### src/arc_map.svh
`ifndef ARC_MAP_SVH
`define ARC_MAP_SVH

// ----------------------------------------------------------------------
// command and reply codes
// ----------------------------------------------------------------------
`define CMD_PROTO_CHOOSE   8'h02
`define CMD_REG_READ       8'h08
`define CMD_REG_WRITE      8'h09
`define RSP_OK             8'h00
`define RSP_BAD            8'h82
`define LEN_NONE           8'h00
`define LEN_ONE            8'h01
`define LEN_PROTO          8'h02
`define LEN_WR_SHORT       8'h03
`define LEN_WR_LONG        8'h04
`define MAX_PARAMS         4

// ----------------------------------------------------------------------
// register addresses and indexes
// ----------------------------------------------------------------------
`define ADDR_CFG_INDEX     8'h68
`define ADDR_CFG_DATA      8'h69
`define ADDR_WAKE_EVENT    8'h62
`define ADDR_SYNC_WINDOW   8'h3A
`define WINDOW_CONFIRM     8'h04
`define IDX_TUNING         8'h01
`define IDX_SUPPLY         8'h07
`define SUPPLY_BIT         4
`define FLAG_MAX           8'h01
`define READ_SIZE          8'h01

// ----------------------------------------------------------------------
// protocol codes and per-protocol defaults
// ----------------------------------------------------------------------
`define PROTO_NONE         8'h00
`define PROTO_15693        8'h01
`define PROTO_14443A       8'h02
`define PROTO_14443B       8'h03
`define PROTO_18092        8'h04
`define PROTO_15693_FULL   0
`define DEF_TUNING_A       8'hDF
`define DEF_TUNING_B       8'h2F
`define DEF_TUNING_18092   8'h5F
`define DEF_TUNING_15693_P 8'h53
`define DEF_TUNING_15693_F 8'hD3
`define DEF_WINDOW         8'h52
`define RST_TUNING         8'h00
`define WINDOW_MIN         8'h50
`define WINDOW_MAX         8'h60

// ----------------------------------------------------------------------
// host wishbone map
// ----------------------------------------------------------------------
`define WB_CMD             4'h0
`define WB_PARAM           4'h4
`define WB_STATUS          4'h8

`endif

### src/arc_pkg.sv
package arc_pkg;
  typedef enum logic [2:0] {D_CODE, D_LEN, D_PARAM, D_EXEC, D_SEND} dev_state_e;
  typedef enum logic [1:0] {H_IDLE, H_SEND, H_RECV} host_state_e;
  typedef logic [7:0] byte_t;
endpackage

### src/arc_link_if.sv
`timescale 1ns/100ps
interface arc_link_if;
  logic       h2d_valid;
  logic [7:0] h2d_data;
  logic       h2d_ready;
  logic       d2h_valid;
  logic [7:0] d2h_data;
  logic       d2h_ready;

  modport dev
  (
    input  h2d_valid,
    input  h2d_data,
    output h2d_ready,
    output d2h_valid,
    output d2h_data,
    input  d2h_ready
  );

  modport host
  (
    output h2d_valid,
    output h2d_data,
    input  h2d_ready,
    input  d2h_valid,
    input  d2h_data,
    output d2h_ready
  );
endinterface

### src/arc_dev.sv
// Design decision made here: register access over Wishbone.
`timescale 1ns/100ps
`include "arc_map.svh"

// How it works
// - code 0x09, length 3 or 4 writes
// - first parameter 0x68 targets config index
// - second parameter is increment flag 0/1
// - index 0x01 then byte sets tuning
// - tuning upper nibble modulation, lower gain
// - good write replies 0x00 then 0x00
// - host sets index 0x01 before reading
// - protocol choice loads default tuning byte
// - tuning holds until choice, write, power-off
// - modulation codes map to depth percent
// - gain codes map to decibels
// - host keeps modulation nibble per protocol
// - host keeps window within 0x50..0x60
// - protocol choice loads window 0x52
// - window write 0x3A, flag, value, 0x04
// - host should prefer window 0x56 or 0x58
// - supply saver resets zero, one saves
// - host selects, reads, writes, reads back
// - read 0x08, replies 0x00, length, data
module arc_dev
(
  input  wire logic       CLK_SYS,
  input  wire logic       SYS_RST,
  arc_link_if.dev         LINK,
  output logic [7:0]      ANALOG_TUNING_BYTE,
  output logic [6:0]      MOD_DEPTH_PCT,
  output logic [5:0]      RX_GAIN_DB,
  output logic [7:0]      DEMOD_SYNC_WINDOW,
  output logic            TX_SUPPLY_SAVER,
  output logic [7:0]      PROTOCOL
);

  arc_pkg::dev_state_e state_reg;
  arc_pkg::byte_t      code_reg;
  arc_pkg::byte_t      len_reg;
  arc_pkg::byte_t      cnt_reg;
  arc_pkg::byte_t      par_reg [`MAX_PARAMS];
  arc_pkg::byte_t      rsp_reg [3];
  logic [1:0]          rsp_len_reg;
  logic [1:0]          snd_reg;
  logic                rdy_reg;
  logic                dv_reg;
  arc_pkg::byte_t      dd_reg;
  arc_pkg::byte_t      index_reg;
  arc_pkg::byte_t      tuning_reg;
  arc_pkg::byte_t      window_reg;
  logic                saver_reg;
  arc_pkg::byte_t      proto_reg;
  logic                take;
  logic                give;
  logic                is_wr;
  logic                flag_ok;
  logic                idx_set;
  logic                idx_wr;
  logic                win_wr;
  logic                rd_ok;
  logic                ps_ok;
  arc_pkg::byte_t      rd_data;
  arc_pkg::byte_t      ps_tuning;
  assign take = LINK.h2d_valid & rdy_reg;
  assign give = dv_reg & LINK.d2h_ready;

  // ----------------------------------------------------------------------
  // frame intake
  // ----------------------------------------------------------------------
  always_ff @(posedge CLK_SYS or posedge SYS_RST)
  begin
    if (SYS_RST)
    begin
      state_reg <= arc_pkg::D_CODE;
      rdy_reg   <= 1'b1;
      code_reg  <= 8'h00;
      len_reg   <= 8'h00;
      cnt_reg   <= 8'h00;
    end
    else
    begin
      case (state_reg)
        arc_pkg::D_CODE:
        begin
          if (take)
          begin
            code_reg  <= LINK.h2d_data;
            state_reg <= arc_pkg::D_LEN;
          end
        end
        arc_pkg::D_LEN:
        begin
          if (take)
          begin
            len_reg   <= LINK.h2d_data;
            cnt_reg   <= 8'h00;
            rdy_reg   <= (LINK.h2d_data != `LEN_NONE);
            state_reg <= (LINK.h2d_data == `LEN_NONE) ? arc_pkg::D_EXEC : arc_pkg::D_PARAM;
          end
        end
        arc_pkg::D_PARAM:
        begin
          // frames longer than the parameter store are still drained, then refused
          if (take)
          begin
            cnt_reg <= cnt_reg + 8'h01;
            if (cnt_reg == len_reg - 8'h01)
            begin
              rdy_reg   <= 1'b0;
              state_reg <= arc_pkg::D_EXEC;
            end
          end
        end
        arc_pkg::D_EXEC: state_reg <= arc_pkg::D_SEND;
        arc_pkg::D_SEND:
        begin
          if (give && ({1'b0, snd_reg} == {1'b0, rsp_len_reg} - 3'd1))
          begin
            rdy_reg   <= 1'b1;
            state_reg <= arc_pkg::D_CODE;
          end
        end
        default:
        begin
          rdy_reg   <= 1'b1;
          state_reg <= arc_pkg::D_CODE;
        end
      endcase
    end
  end
  always_ff @(posedge CLK_SYS or posedge SYS_RST)
  begin
    if (SYS_RST)
    begin
      for (int i = 0; i < `MAX_PARAMS; i++)
        par_reg[i] <= 8'h00;
    end
    else if (take && state_reg == arc_pkg::D_PARAM && cnt_reg < 8'(`MAX_PARAMS))
      par_reg[cnt_reg[1:0]] <= LINK.h2d_data;
  end

  // ----------------------------------------------------------------------
  // command decode
  // ----------------------------------------------------------------------
  assign is_wr   = (code_reg == `CMD_REG_WRITE);
  assign flag_ok = (par_reg[1] <= `FLAG_MAX);
  assign idx_set = is_wr && len_reg == `LEN_WR_SHORT && par_reg[0] == `ADDR_CFG_INDEX && flag_ok;
  assign idx_wr  = is_wr && len_reg == `LEN_WR_LONG && par_reg[0] == `ADDR_CFG_INDEX && flag_ok;
  assign win_wr  = is_wr && len_reg == `LEN_WR_LONG && par_reg[0] == `ADDR_SYNC_WINDOW
                   && flag_ok && par_reg[3] == `WINDOW_CONFIRM;
  assign rd_ok   = code_reg == `CMD_REG_READ && len_reg == `LEN_WR_SHORT && par_reg[1] == `READ_SIZE
                   && (par_reg[0] == `ADDR_CFG_DATA || par_reg[0] == `ADDR_WAKE_EVENT);

  assign rd_data = (par_reg[0] != `ADDR_CFG_DATA) ? 8'h00 : (index_reg == `IDX_TUNING) ? tuning_reg
                 : (index_reg == `IDX_SUPPLY) ? 8'({saver_reg, 4'h0}) : 8'h00;

  always_comb
  begin
    ps_ok     = (code_reg == `CMD_PROTO_CHOOSE) && (len_reg == `LEN_PROTO);
    ps_tuning = `DEF_TUNING_A;
    case (par_reg[0])
      `PROTO_14443A: ps_tuning = `DEF_TUNING_A;
      `PROTO_14443B: ps_tuning = `DEF_TUNING_B;
      `PROTO_18092:  ps_tuning = `DEF_TUNING_18092;
      `PROTO_15693:  ps_tuning = par_reg[1][`PROTO_15693_FULL] ? `DEF_TUNING_15693_F : `DEF_TUNING_15693_P;
      default:       ps_ok     = 1'b0;
    endcase
  end

  // ----------------------------------------------------------------------
  // register effects; reset, which stands for power-off, clears all but the window, which loads 0x52
  // ----------------------------------------------------------------------
  always_ff @(posedge CLK_SYS or posedge SYS_RST)
  begin
    if (SYS_RST)
    begin
      index_reg  <= 8'h00;
      tuning_reg <= `RST_TUNING;
      window_reg <= `DEF_WINDOW;
      saver_reg  <= 1'b0;
      proto_reg  <= `PROTO_NONE;
    end
    else if (state_reg == arc_pkg::D_EXEC)
    begin
      if (idx_set)
        index_reg <= par_reg[2];
      if (idx_wr)
      begin
        if (par_reg[2] == `IDX_TUNING)
          tuning_reg <= par_reg[3];
        if (par_reg[2] == `IDX_SUPPLY)
          saver_reg <= par_reg[3][`SUPPLY_BIT];
        index_reg <= par_reg[1][0] ? par_reg[2] + 8'h01 : par_reg[2];
      end
      if (win_wr)
      begin
        window_reg <= par_reg[2];
        if (par_reg[1][0])
          index_reg <= index_reg + 8'h01;
      end
      if (ps_ok)
      begin
        tuning_reg <= ps_tuning;
        window_reg <= `DEF_WINDOW;
        saver_reg  <= 1'b0;
        proto_reg  <= par_reg[0];
      end
    end
  end

  // ----------------------------------------------------------------------
  // reply
  // ----------------------------------------------------------------------
  always_ff @(posedge CLK_SYS or posedge SYS_RST)
  begin
    if (SYS_RST)
    begin
      rsp_reg[0]  <= 8'h00;
      rsp_reg[1]  <= 8'h00;
      rsp_reg[2]  <= 8'h00;
      rsp_len_reg <= 2'd2;
      snd_reg     <= 2'd0;
      dv_reg      <= 1'b0;
      dd_reg      <= 8'h00;
    end
    else if (state_reg == arc_pkg::D_EXEC)
    begin
      snd_reg     <= 2'd0;
      dv_reg      <= 1'b1;
      rsp_reg[0]  <= (rd_ok || idx_set || idx_wr || win_wr || ps_ok) ? `RSP_OK : `RSP_BAD;
      rsp_reg[1]  <= rd_ok ? `LEN_ONE : `LEN_NONE;
      rsp_reg[2]  <= rd_data;
      rsp_len_reg <= rd_ok ? 2'd3 : 2'd2;
      dd_reg      <= (rd_ok || idx_set || idx_wr || win_wr || ps_ok) ? `RSP_OK : `RSP_BAD;
    end
    else if (state_reg == arc_pkg::D_SEND && give)
    begin
      if ({1'b0, snd_reg} == {1'b0, rsp_len_reg} - 3'd1)
        dv_reg <= 1'b0;
      else
        dd_reg <= rsp_reg[snd_reg + 2'd1];
      snd_reg <= snd_reg + 2'd1;
    end
  end

  // ----------------------------------------------------------------------
  // analog outputs; decode lags the tuning byte by one cycle
  // ----------------------------------------------------------------------
  // codes with no listed setting decode to zero, so a bad nibble shows as zero one cycle later
  localparam logic [6:0] depth_lut [16] = '{7'd0, 7'd10, 7'd17, 7'd25, 7'd30, 7'd33, 7'd36, 7'd0,
                                            7'd0, 7'd0, 7'd0, 7'd0, 7'd0, 7'd95, 7'd0, 7'd0};
  localparam logic [5:0] gain_lut [16]  = '{6'd34, 6'd32, 6'd0, 6'd27, 6'd0, 6'd0, 6'd0, 6'd20,
                                            6'd0, 6'd0, 6'd0, 6'd0, 6'd0, 6'd0, 6'd0, 6'd8};
  always_ff @(posedge CLK_SYS or posedge SYS_RST)
  begin
    if (SYS_RST)
    begin
      MOD_DEPTH_PCT <= 7'd0;
      RX_GAIN_DB    <= 6'd0;
    end
    else
    begin
      MOD_DEPTH_PCT <= depth_lut[tuning_reg[7:4]];
      RX_GAIN_DB    <= gain_lut[tuning_reg[3:0]];
    end
  end
  assign LINK.h2d_ready     = rdy_reg;
  assign LINK.d2h_valid     = dv_reg;
  assign LINK.d2h_data      = dd_reg;
  assign ANALOG_TUNING_BYTE = tuning_reg;
  assign DEMOD_SYNC_WINDOW  = window_reg;
  assign TX_SUPPLY_SAVER    = saver_reg;
  assign PROTOCOL           = proto_reg;
endmodule // arc_dev

### src/flat_wrapper.sv
// flat-port wrapper written by rule: the top's interface ports become plain ports
module arc_dev_flat 
  (CLK_SYS, SYS_RST, ANALOG_TUNING_BYTE, MOD_DEPTH_PCT, RX_GAIN_DB, DEMOD_SYNC_WINDOW, TX_SUPPLY_SAVER, PROTOCOL, LINK_h2d_valid, LINK_h2d_data, LINK_h2d_ready, LINK_d2h_valid, LINK_d2h_data, LINK_d2h_ready);
  arc_link_if LINK_i ();
  input  wire logic CLK_SYS;
  input  wire logic SYS_RST;
  output logic [7:0] ANALOG_TUNING_BYTE;
  output logic [6:0] MOD_DEPTH_PCT;
  output logic [5:0] RX_GAIN_DB;
  output logic [7:0] DEMOD_SYNC_WINDOW;
  output logic TX_SUPPLY_SAVER;
  output logic [7:0] PROTOCOL;
  input wire logic [$bits(LINK_i.h2d_valid)-1:0] LINK_h2d_valid;
  input wire logic [$bits(LINK_i.h2d_data)-1:0] LINK_h2d_data;
  output wire logic [$bits(LINK_i.h2d_ready)-1:0] LINK_h2d_ready;
  output wire logic [$bits(LINK_i.d2h_valid)-1:0] LINK_d2h_valid;
  output wire logic [$bits(LINK_i.d2h_data)-1:0] LINK_d2h_data;
  input wire logic [$bits(LINK_i.d2h_ready)-1:0] LINK_d2h_ready;
  assign LINK_i.h2d_valid = LINK_h2d_valid;
  assign LINK_i.h2d_data = LINK_h2d_data;
  assign LINK_h2d_ready = LINK_i.h2d_ready;
  assign LINK_d2h_valid = LINK_i.d2h_valid;
  assign LINK_d2h_data = LINK_i.d2h_data;
  assign LINK_i.d2h_ready = LINK_d2h_ready;
  arc_dev u_core (.CLK_SYS(CLK_SYS), .SYS_RST(SYS_RST), .LINK(LINK_i), .ANALOG_TUNING_BYTE(ANALOG_TUNING_BYTE), .MOD_DEPTH_PCT(MOD_DEPTH_PCT), .RX_GAIN_DB(RX_GAIN_DB), .DEMOD_SYNC_WINDOW(DEMOD_SYNC_WINDOW), .TX_SUPPLY_SAVER(TX_SUPPLY_SAVER), .PROTOCOL(PROTOCOL));
endmodule
### config.mk
export PLATFORM = sky130hd
export DESIGN_NAME = arc_dev_flat
export DESIGN_NICKNAME = d
export VERILOG_FILES = /design/src/arc_pkg.sv /design/src/arc_link_if.sv /design/src/arc_dev.sv /design/src/flat_wrapper.sv
export VERILOG_INCLUDE_DIRS = /design/src
export SDC_FILE = /design/constraint.sdc
export NUM_CORES = 1
export LEC_CHECK = 0
export BUFFER_PORTS_ARGS = -buffer_cell sky130_fd_sc_hd__buf_2
export CORE_ASPECT_RATIO = 0.9
export CORE_MARGIN = 1
export CORE_UTILIZATION = 50
export CTS_CLUSTER_DIAMETER = 50
export DETAILED_ROUTE_END_ITERATION = 16
export GPL_TIMING_DRIVEN = 0
export HOLD_SLACK_MARGIN = 0.03
export PLACE_DENSITY_LB_ADDON = 0.12
export SLEW_MARGIN = 20
export SYNTH_ARGS = -nofsm -noshare
export SYNTH_HDL_FRONTEND = slang
export SYNTH_SLANG_ARGS = --single-unit
### constraint.sdc
create_clock -name CLK_SYS -period 9.4 [get_ports CLK_SYS]
set_input_delay 2.35 -clock CLK_SYS [delete_from_list [all_inputs] [get_ports CLK_SYS]]
set_output_delay 2.35 -clock CLK_SYS [all_outputs]
set_load 0.005 [all_outputs]
==> flow_summary_export.csv, run 1 <==
group,metric,value,unit
status,outcome,"finished, final reports clean",
finish,multi_input_area,0.003263,mm^2
synthesis,synth-seq-area-share,0.4787,
floorplan,die_h,111.4,um
clock_network,cts_buffers,17,
setup_path,critPathKind,"in2reg",
finish,drive_gt1_frac,0.2476,
floorplan,die_w,123.6,um
sta,period_needed,3.903,ns
route,num_vias,5110,
floorplan,rows,39,
clock_network,clock_latency,0.42,ns
sta,worst_slew_pin_slew,1.037,ns
sta,report.final.slew_viol_count,0,
placement,dp.final_hpwl,11410,um
route,first_iter_violations,309,
clock_network,clockBufferDepth,2,
finish,nFillCells,1095,
placement,io_buffers,59,
global_route,grt-ovfl-total,0,
synthesis,synth.net_count,669,
sta,finalWorstSetupSlack,5.497,ns
synthesis,post_synth_num_cell_types,73,
route,post_drt_wl_per_cell,17.65,um
run,maxCapViolCount,0,
floorplan,initial_core_util,0.5181,
route,routed_wl,15800,um
finish,final_cell_area,0.007777,mm^2
finish,seqCellArea,0.003183,mm^2
global_route,grt_max_degree,71,
synthesis,synth_top_flop_cell,"dfrtp_1",
placement,dpl_worst_slack,5.096,ns
route,drc,0,
floorplan,coreArea,0.01283,mm^2
finish,diodes,0,
finish,fin_nets,748,
setup_path,cp_cell_sequence,"buf_2 -> nand2_1 -> or3_1 -> clkbuf_1 -> nor4_4 -> nand2_2 -> mux2_1",
power_and_ir_drop,p_per_area,255.0,mW/mm^2
finish,largest_register_ffs,32,
sta,clock.fmax,256.2,MHz
setup_path,cp_slowest_cell,"nor4_4",
route,drtAntennaViolNets,0,
clock_network,clock-sinks,127,
clock_network,cts_tree,"done",
clock_network,cts-root-buf,"clkbuf_16",
placement,place_congestion,0.8775,
clock_network,h-tree-depth,4,
global_route,grt_first_pass_wirelength,26030,um
route,dr.pass1.iters,5,
floorplan,io_pins,60,
sta,tns,0,ns
route,viasPerCell,5.709,
sta,fin_crit_sh,0.4152,
synthesis,synth_edf_count,0,
synthesis,netlist_instances,642,
clock_network,cts.repair.resized,0,
global_route,antenna_found_initial,0,
setup_path,cp_slowest_stage_delay,0.40,ns
clock_network,postCtsSetupBuffers,0,
setup_path,crit_path_end_kind,"flop",
clock_network,cts_hold_buf,0,
synthesis,syn_area,0.006649,mm^2
sta,rsz0062_at_grt,"no",
floorplan,die_area,0.01376,mm^2
power_and_ir_drop,vdd_drop_max,0.0001990,V
setup_path,cp.arrival,4.20,ns
finish,areaGrowthSynthToFinish,16.97,%
sta,slew_headroom,0.3026,
global_route,grt_pass1_vias,4993,
sta,skew,0.007720,ns
sta,hold_viol,0,
synthesis,yosys_register_bits,127,
sta,setup_viol,0,
synthesis,yosys_warnings,0,
sta,holdWs,0.4538,ns
global_route,grt_use_total,0.2528,
hold_path,min_path_type,"reg2reg",
finish,fin_util,0.6060,
clock_network,clk_pin_slew_worst_paths,0.05,ns
synthesis,synthArstFlopShare,1.000,
setup_path,critPathLaunchType,"primary input",
setup_path,critPathMaxFanout,8,
placement,place_area,0.007182,mm^2
synthesis,avgSynthCellArea,10.36,um^2
power_and_ir_drop,leakage,3.647,nW
setup_path,required,9.69,ns
==> logic make-up after synthesis <==
family,after synthesis,synth area share
and+or+nand+nor,261,0.2273
DFF,127,0.4787
AOI/OAI and AO/OA,111,0.1076
muxes,56,0.09334
buffers and inverters,46,0.03048
xor gates and xnor gates,26,0.03425
adders and majority gates,15,0.02823
==> layer usage <==
metal	global-route usage	share of wire	vias to the layer above	wire length (um)
li1	-	-	2450	-
met1	0.3607	0.47	2514	7500
met2	0.3784	0.46	132	7208
met3	0.05635	0.056	14	887
met4	0.08755	0.013	0	200
met5	0	0	-	0
==> power by group <==
group	total (mW)	switching (mW)	internal [mW]
Combinational	0.551	0.311	0.240
Clock	0.665	0.225	0.439
Sequential	0.768	0.117	0.651
Total	1.98	0.654	1.33
==> worst max-delay path: cells and delay by family <==
family	cells	cell delay, ns
multiplexers	1	0.38
buffers and inverters	2	0.27
AND/OR/NAND/NOR	4	1.18
==> Yosys cell counts, types with 3 or more instances <==
| cell | count | share of area |
|---|---|---|
| or2_2 | 3 | 0.0028 |
| a31oi_1 | 6 | 0.0056 |
| mux2i_1 | 8 | 0.012 |
| nand2_1 | 91 | 0.051 |
| nor2b_1 | 10 | 0.0094 |
| dfstp_2 | 4 | 0.016 |
| xnor2_1 | 12 | 0.016 |
| nor3_1 | 17 | 0.013 |
| or4_1 | 5 | 0.0056 |
| nor4_2 | 5 | 0.0094 |
| nand3_1 | 19 | 0.014 |
| clkbuf_1 | 15 | 0.0085 |
| and3_1 | 7 | 0.0066 |
| and4b_1 | 3 | 0.0045 |
| buf_4 | 4 | 0.0045 |
| and2_1 | 5 | 0.0047 |
| nand2b_1 | 3 | 0.0028 |
| o31ai_1 | 7 | 0.0079 |
| mux2_2 | 46 | 0.078 |
| inv_1 | 20 | 0.011 |
| nor2_4 | 3 | 0.0051 |
| nor3b_1 | 5 | 0.0056 |
| dfrtp_1 | 123 | 0.46 |
| nor4_1 | 6 | 0.0056 |
| nor4_4 | 5 | 0.016 |
| nand4_1 | 10 | 0.0094 |
| a22o_1 | 5 | 0.0066 |
| a21o_1 | 12 | 0.014 |
| o21ai_0 | 36 | 0.027 |
| ha_1 | 15 | 0.028 |
| a211oi_1 | 3 | 0.0034 |
| nor2_1 | 33 | 0.019 |
| a21oi_1 | 17 | 0.013 |
| nand3b_1 | 4 | 0.0045 |
| a22oi_1 | 3 | 0.0034 |
| nand2_2 | 5 | 0.0047 |
| buf_2 | 6 | 0.0045 |
| nor4b_1 | 3 | 0.0040 |
| xor2_1 | 14 | 0.018 |
==> path summary, 6_finish.rpt <==
check | start | end | slack, ns | depth (start not counted)
setup / recovery | LINK_h2d_valid | u_core.par_reg[0]$_DFFE_PP0P_ | 5.50 | 7
hold / removal | u_core.DEMOD_SYNC_WINDOW[4]$_DFFE_PP1P_ | u_core.DEMOD_SYNC_WINDOW[4]$_DFFE_PP1P_ | 0.45 | 2
setup reg to reg | u_core.len_reg[0]$_DFFE_PP0P_ | u_core.ANALOG_TUNING_BYTE[6]$_DFFE_PP0P_ | 6.71 | 9
hold reg to reg | u_core.DEMOD_SYNC_WINDOW[4]$_DFFE_PP1P_ | u_core.DEMOD_SYNC_WINDOW[4]$_DFFE_PP1P_ | 0.45 | 2
max in group asynchronous | SYS_RST | u_core.DEMOD_SYNC_WINDOW[1]$_DFFE_PP1P_ | 6.68 | 3
min in group asynchronous | SYS_RST | u_core.cnt_reg[0]$_DFFE_PP0P_ | 1.98 | 2
==> placed cells by master, fill, tap and decap left out, types with 5 or more instances in the layout <==
| cell | instances |
|---|---|
| or4_1 | 5 |
| dfrtp_1 | 123 |
| nand3_1 | 19 |
| nor3b_1 | 5 |
| nor2b_1 | 10 |
| o31ai_1 | 7 |
| clkbuf_16 | 17 |
| ha_1 | 15 |
| a21o_1 | 12 |
| nand2_2 | 5 |
| nor4_4 | 5 |
| and2_1 | 5 |
| xnor2_1 | 12 |
| mux2_2 | 46 |
| clkbuf_1 | 17 |
| xor2_1 | 14 |
| buf_2 | 65 |
| inv_1 | 19 |
| nand2_1 | 91 |
| nor2_1 | 33 |
| and3_1 | 7 |
| o21ai_0 | 36 |
| nor4_1 | 6 |
| mux2i_1 | 8 |
| nor3_1 | 17 |
| a21oi_1 | 17 |
| nand4_1 | 10 |
| a22o_1 | 5 |
| nor4_2 | 5 |
| a31oi_1 | 6 |
==> stage by stage <==
step,std cells,power [mW]
floorplan,642,1.176
global placement,865,1.304
detailed placement,866,1.324
CTS,895,1.992
global route,895,2.096
finish,895,1.984
==> area by class of cell <==
class                           count  share of cell area
Inverter                           20             0.01030
Clock buffer                       23             0.06274
Buffer                             26             0.01641
Tap cell                          164             0.02638
Clock inverter                      6             0.01384
Sequential cell                   127              0.4093
Multi-Input combinational cell    469              0.4196
Timing Repair Buffer               60             0.04151
(Power assumes the default switching activity.)
==> run 2, diff against run 1 <==
==> constraint.sdc (replaced) <==
create_clock -name CLK_SYS -period 3.9 [get_ports CLK_SYS]
set_input_delay 0.975 -clock CLK_SYS [delete_from_list [all_inputs] [get_ports CLK_SYS]]
set_output_delay 0.975 -clock CLK_SYS [all_outputs]
set_load 0.005 [all_outputs]
==> run 2 against run 1 <==
Via count grew 0.78%. Sequential power grew 140%. Sequential share of layout area shrank 0.29 points. Global-route usage grew 0.52 points. Wire length grew 2.2%. Largest power group unchanged. Critical path type is now reg2reg. Highest routed layer unchanged. First-iteration DRC count grew 11%. Register-to-register slack lost 5.5 ns. Count of clock-buffer cells in the layout shrank 3. Clock skew grew 0.016 ns. Critical endpoint is now u_core.index_reg[6]$_DFFE_PP0P_. Cell count grew 0.45%.
==> flow_summary_export.csv, run 2 (synthesis results as in run 1) <==
group,metric,value,unit
setup_path,rr_startpoint,"u_core.len_reg[0]$_DFFE_PP0P_",
finish,nFillCells,1075,
finish,areaGrowthSynthToFinish,17.82,%
hold_path,min_path_type,"reg2reg",
floorplan,io_pins,60,
finish,diodes,0,
clock_network,cts_hold_buf,0,
route,drtAntennaViolNets,0,
clock_network,h-tree-depth,4,
clock_network,clock-sinks,127,
sta,report.final.slew_viol_count,0,
finish,final_cell_area,0.007834,mm^2
clock_network,cts_buffers,17,
global_route,grt_first_pass_wirelength,26880,um
global_route,grt_max_degree,38,
route,routed_wl,16140,um
setup_path,timing.rr.end,"u_core.index_reg[6]$_DFFE_PP0P_",
setup_path,critPathKind,"reg2reg",
floorplan,coreArea,0.01283,mm^2
finish,layout.cells.most_common,"dfrtp_1",
setup_path,crit_path_end_kind,"flop",
route,viasPerCell,5.729,
placement,place_congestion,0.8620,
setup_path,cp.arrival,2.99,ns
clock_network,clockBufferDepth,2,
finish,fin_nets,750,
clock_network,cts.repair.resized,0,
clock_network,postCtsSetupBuffers,0,
floorplan,die_w,123.6,um
sta,fin_crit_sh,0.6850,
sta,clock.fmax,374.3,MHz
setup_path,r2r_setup_slack,1.23,ns
finish,final_cell_mix,"dfrtp_1, nand2_1, buf_2",
clock_network,clk_pin_slew_worst_paths,0.06,ns
placement,dp.final_hpwl,11480,um
clock_network,cts_tree,"done",
route,post_drt_wl_per_cell,17.96,um
sta,hold_viol,0,
route,num_vias,5150,
route,drc,0,
floorplan,initial_core_util,0.5181,
global_route,grt_use_total,0.2580,
power_and_ir_drop,finalPower,4.876,mW
placement,io_buffers,59,
setup_path,required,4.22,ns
setup_path,worstRegToRegCells,10,
finish,fin_util,0.6104,
global_route,grt_pass1_vias,5147,
power_and_ir_drop,leakage,3.669,nW
floorplan,die_h,111.4,um
run,maxCapViolCount,0,
sta,slew_headroom,0.2742,
route,first_iter_violations,342,
floorplan,die_area,0.01376,mm^2
route,dr.pass1.iters,4,
floorplan,rows,39,
hold_path,hold_depth,2,
global_route,grt-ovfl-total,0,
finish,drive_gt1_frac,0.2531,
sta,setup_viol,0,
hold_path,holdPathEnd,"u_core.DEMOD_SYNC_WINDOW[4]$_DFFE_PP1P_",
sta,worst_slew_pin_slew,1.080,ns
clock_network,clock_latency,0.43,ns
finish,largest_register_ffs,32,
sta,tns,0,ns
setup_path,critPathMaxFanout,7,
status,outcome,"finished, final reports clean",
hold_path,min_from,"u_core.DEMOD_SYNC_WINDOW[4]$_DFFE_PP1P_",
global_route,antenna_found_initial,0,
sta,period_needed,2.671,ns
sta,rsz0062_at_grt,"no",
sta,skew,0.02411,ns
power_and_ir_drop,vdd_drop_max,0.0004999,V
setup_path,critPathLaunchType,"flop",
power_and_ir_drop,p_per_area,622.4,mW/mm^2
placement,place_area,0.007213,mm^2
clock_network,cts-root-buf,"clkbuf_16",
## run 2: per-stage QoR
step / setup WS [ns] / hold WS [ns] / std cells
finish: 1.229 / 0.4646 / 899
global route: 1.051 / 0.4706 / 899
CTS: 1.240 / 0.4625 / 899
detailed placement: 0.9750 / 0.4475 / 868
global placement: 0.6039 / 0.4462 / 865
floorplan: 1.347 / 0.4279 / 642
## run 2: cell type report
| class | instances | area [um^2] | share of cell area |
|---|---|---|---|
| Inverter | 20 | 78.83 | 0.01006 |
| Buffer | 26 | 127.6 | 0.01629 |
| Clock buffer | 20 | 456.7 | 0.05830 |
| Timing Repair Buffer | 62 | 355.3 | 0.04536 |
| Sequential cell | 127 | 3183 | 0.4063 |
| Tap cell | 164 | 205.2 | 0.02619 |
| Clock inverter | 11 | 163.9 | 0.02092 |
| Multi-Input combinational cell | 469 | 3263 | 0.4165 |
## run 2: worst max-delay path by stage
stage,depth (start not counted),slack [ns],end,from
floorplan,6,1.35,u_core.par_reg[16]$_DFFE_PP0P_,LINK_h2d_valid
global placement,2,0.60,u_core.PROTOCOL[4]$_DFFE_PP0P_,SYS_RST
detailed placement,7,0.98,u_core.par_reg[16]$_DFFE_PP0P_,LINK_h2d_valid
CTS,10,1.24,u_core.index_reg[6]$_DFFE_PP0P_,u_core.len_reg[0]$_DFFE_PP0P_
global route,10,1.05,u_core.DEMOD_SYNC_WINDOW[7]$_DFFE_PP0P_,u_core.len_reg[0]$_DFFE_PP0P_
finish,10,1.23,u_core.index_reg[6]$_DFFE_PP0P_,u_core.len_reg[0]$_DFFE_PP0P_
## run 2: power by group
part / switching [mW] / internal [mW]
registers: 0.291 / 1.57
logic: 0.771 / 0.582
clock network: 0.570 / 1.09
## run 2: worst max-delay path, stage by stage, from the launching register on
cell and delay, ns:
dfrtp_1 0.45, inv_1 0.13, ha_1 0.26, nand2_1 0.10, or3b_1 0.36, buf_2 0.18
nor4_4 0.47, and2_0 0.19, buf_4 0.15, a21oi_1 0.07, a22o_1 0.22
## run 2: per-layer routing
metal | wire (um) | vias up | global-route usage
met5 | 0 | - | 0
met4 | 189 | 0 | 0.08112
met3 | 860 | 17 | 0.06045
met2 | 7429 | 132 | 0.3818
met1 | 7664 | 2559 | 0.3736
li1 | - | 2442 | -
==> run 3, diff against run 2 <==
==> constraint.sdc (replaced) <==
create_clock -name CLK_SYS -period 2.6 [get_ports CLK_SYS]
set_input_delay 0.65 -clock CLK_SYS [delete_from_list [all_inputs] [get_ports CLK_SYS]]
set_output_delay 0.65 -clock CLK_SYS [all_outputs]
set_load 0.005 [all_outputs]
==> run 3 against run 2 <==
Sequential power is 50% higher. Global-route usage stayed put. Worst hold slack worse by 0.13 ns. Fmax is 7.3% higher. Final area is 0.83% higher. Clock skew is 0.0013 ns lower. Die area stayed put. Non-clock buffer count is 4 higher. Wire length is 0.38% higher. Cell count is 0.44% higher. Critical path depth is 3 lower. Combinational power is 52% higher. Critical endpoint is now u_core.PROTOCOL[0]$_DFFE_PP0P_.
==> flow_summary_export.csv, run 3 (synthesis results as in run 1) <==
group,metric,value,unit
setup_path,critPathLaunchType,"flop",
sta,holdWs,0.3298,ns
global_route,antenna_found_initial,0,
route,first_iter_violations,347,
sta,report.final.slew_viol_count,0,
global_route,grt_max_degree,38,
setup_path,required,2.89,ns
finish,layout.cells.most_common,"dfrtp_1",
setup_path,worstRegToRegCells,7,
global_route,grt_pass1_vias,5149,
clock_network,cts_hold_buf,0,
sta,tns,0,ns
floorplan,io_pins,60,
sta,skew,0.02280,ns
clock_network,h-tree-depth,4,
power_and_ir_drop,power.switching,2.465,mW
finish,nFillCells,1068,
finish,fin_nets,754,
clock_network,cts_tree,"done",
finish,diodes,0,
finish,final_cell_mix,"dfrtp_1, nand2_1, buf_2",
power_and_ir_drop,clkPwrFrac,0.340,
route,routed_wl,16210,um
placement,dp.final_hpwl,11480,um
finish,largest_register_ffs,32,
placement,io_buffers,59,
floorplan,coreArea,0.01283,mm^2
sta,hold_viol,0,
route,num_vias,5171,
route,drtAntennaViolNets,0,
finish,areaGrowthSynthToFinish,18.80,%
floorplan,die_w,123.6,um
route,drc,0,
placement,place_congestion,0.8620,
floorplan,initial_core_util,0.5181,
power_and_ir_drop,combPwrFrac,0.279,
sta,slew_headroom,0.2968,
power_and_ir_drop,pwr-share-seq,0.380,
power_and_ir_drop,power.internal,4.880,mW
clock_network,clock_latency,0.43,ns
sta,worst_slew_pin_slew,1.046,ns
placement,dp_cells,868,
sta,setup_viol,0,
power_and_ir_drop,leakage,3.695,nW
sta,fin_crit_sh,0.9576,
hold_path,min_path_type,"in2async",
finish,fin_util,0.6155,
clock_network,clockBufferDepth,2,
setup_path,crit_path_end_kind,"flop",
floorplan,die_h,111.4,um
finish,final_cells,903,
power_and_ir_drop,vdd_drop_max,0.0007612,V
power_and_ir_drop,p_per_area,929.9,mW/mm^2
clock_network,clk_pin_slew_worst_paths,0.06,ns
finish,drive_gt1_frac,0.2666,
route,viasPerCell,5.726,
route,dr.pass1.iters,6,
status,outcome,"finished, final reports clean",
global_route,grt-ovfl-total,0,
sta,clock.fmax,401.6,MHz
placement,dpl_worst_slack,-0.02152,ns
setup_path,cp.arrival,2.78,ns
global_route,grt_use_total,0.2580,
floorplan,rows,39,
global_route,grt_first_pass_wirelength,26880,um
sta,finalWorstSetupSlack,0.1102,ns
setup_path,critPathKind,"reg2reg",
run,maxCapViolCount,0,
clock_network,clock-sinks,127,
power_and_ir_drop,switching_share,0.3356,
clock_network,cts_buffers,17,
clock_network,cts-root-buf,"clkbuf_16",
sta,period_needed,2.490,ns
sta,rsz0062_at_grt,"yes",
floorplan,die_area,0.01376,mm^2
setup_path,critPathMaxFanout,10,
route,post_drt_wl_per_cell,17.95,um
## run 3: worst max-delay path: stages (launching register included)
cell and delay [ns]:
dfrtp_2 0.45, or2_2 0.32, buf_6 0.15, xnor2_1 0.17, or4_1 0.52, buf_4 0.21, nor2_8 0.18, mux2_2 0.36
## run 3: metrics by stage
step / cell area [um^2] / power (mW)
after floorplan: 6653 / 4.251
after global placement: 7153 / 4.712
after detailed placement: 7213 / 4.810
after CTS: 7850 / 7.351
after global routing: 7899 / 7.744
final: 7899 / 7.345
## run 3: cell type report
class                           instances  area, um^2  share of cell area
Multi-Input combinational cell        469        3294              0.4171
Sequential cell                       127        3187              0.4035
Clock buffer                           20       456.7             0.05782
Timing Repair Buffer                   66       385.4             0.04879
Tap cell                              164       205.2             0.02598
Clock inverter                         11       163.9             0.02075
Buffer                                 26       127.6             0.01616
Inverter                               20       78.83            0.009979
## run 3: power by group through the flow
stage | Combinational [mW] | Clock (mW) | Sequential, mW
CTS | 2.04 | 2.54 | 2.77
finish | 2.05 | 2.50 | 2.79
floorplan | 1.57 | 0 | 2.68
global placement | 1.93 | 0 | 2.78
global route | 2.27 | 2.62 | 2.85
detailed placement | 2.01 | 0 | 2.80
## run 3: final timing paths
path,start,endpoint,slack [ns]
setup / recovery,u_core.par_reg[24]$_DFFE_PP0P_,u_core.PROTOCOL[0]$_DFFE_PP0P_,0.11
min in group CLK_SYS,u_core.rsp_reg[5]$_DFFE_PP0P_,u_core.rsp_reg[5]$_DFFE_PP0P_,0.46
hold / removal,SYS_RST,u_core.len_reg[5]$_DFFE_PP0P_,0.33
hold reg to reg,u_core.rsp_reg[5]$_DFFE_PP0P_,u_core.rsp_reg[5]$_DFFE_PP0P_,0.46
setup reg to reg,u_core.par_reg[24]$_DFFE_PP0P_,u_core.PROTOCOL[0]$_DFFE_PP0P_,0.11
max in group asynchronous,SYS_RST,u_core.DEMOD_SYNC_WINDOW[6]$_DFFE_PP1P_,1.64
## run 3: metal layers
metal,track usage,part of all wire,wire length [um]
met1,0.3736,0.47,7614
met2,0.3818,0.46,7462
met3,0.06045,0.058,932
met4,0.08112,0.012,195
met5,0,0,0
## run 3: what timing repair did
item	in CTS	in global routing
resized for setup	2	6
buffers inserted	0	4
pin swaps	2	3
endpoints found under the setup margin	7	25
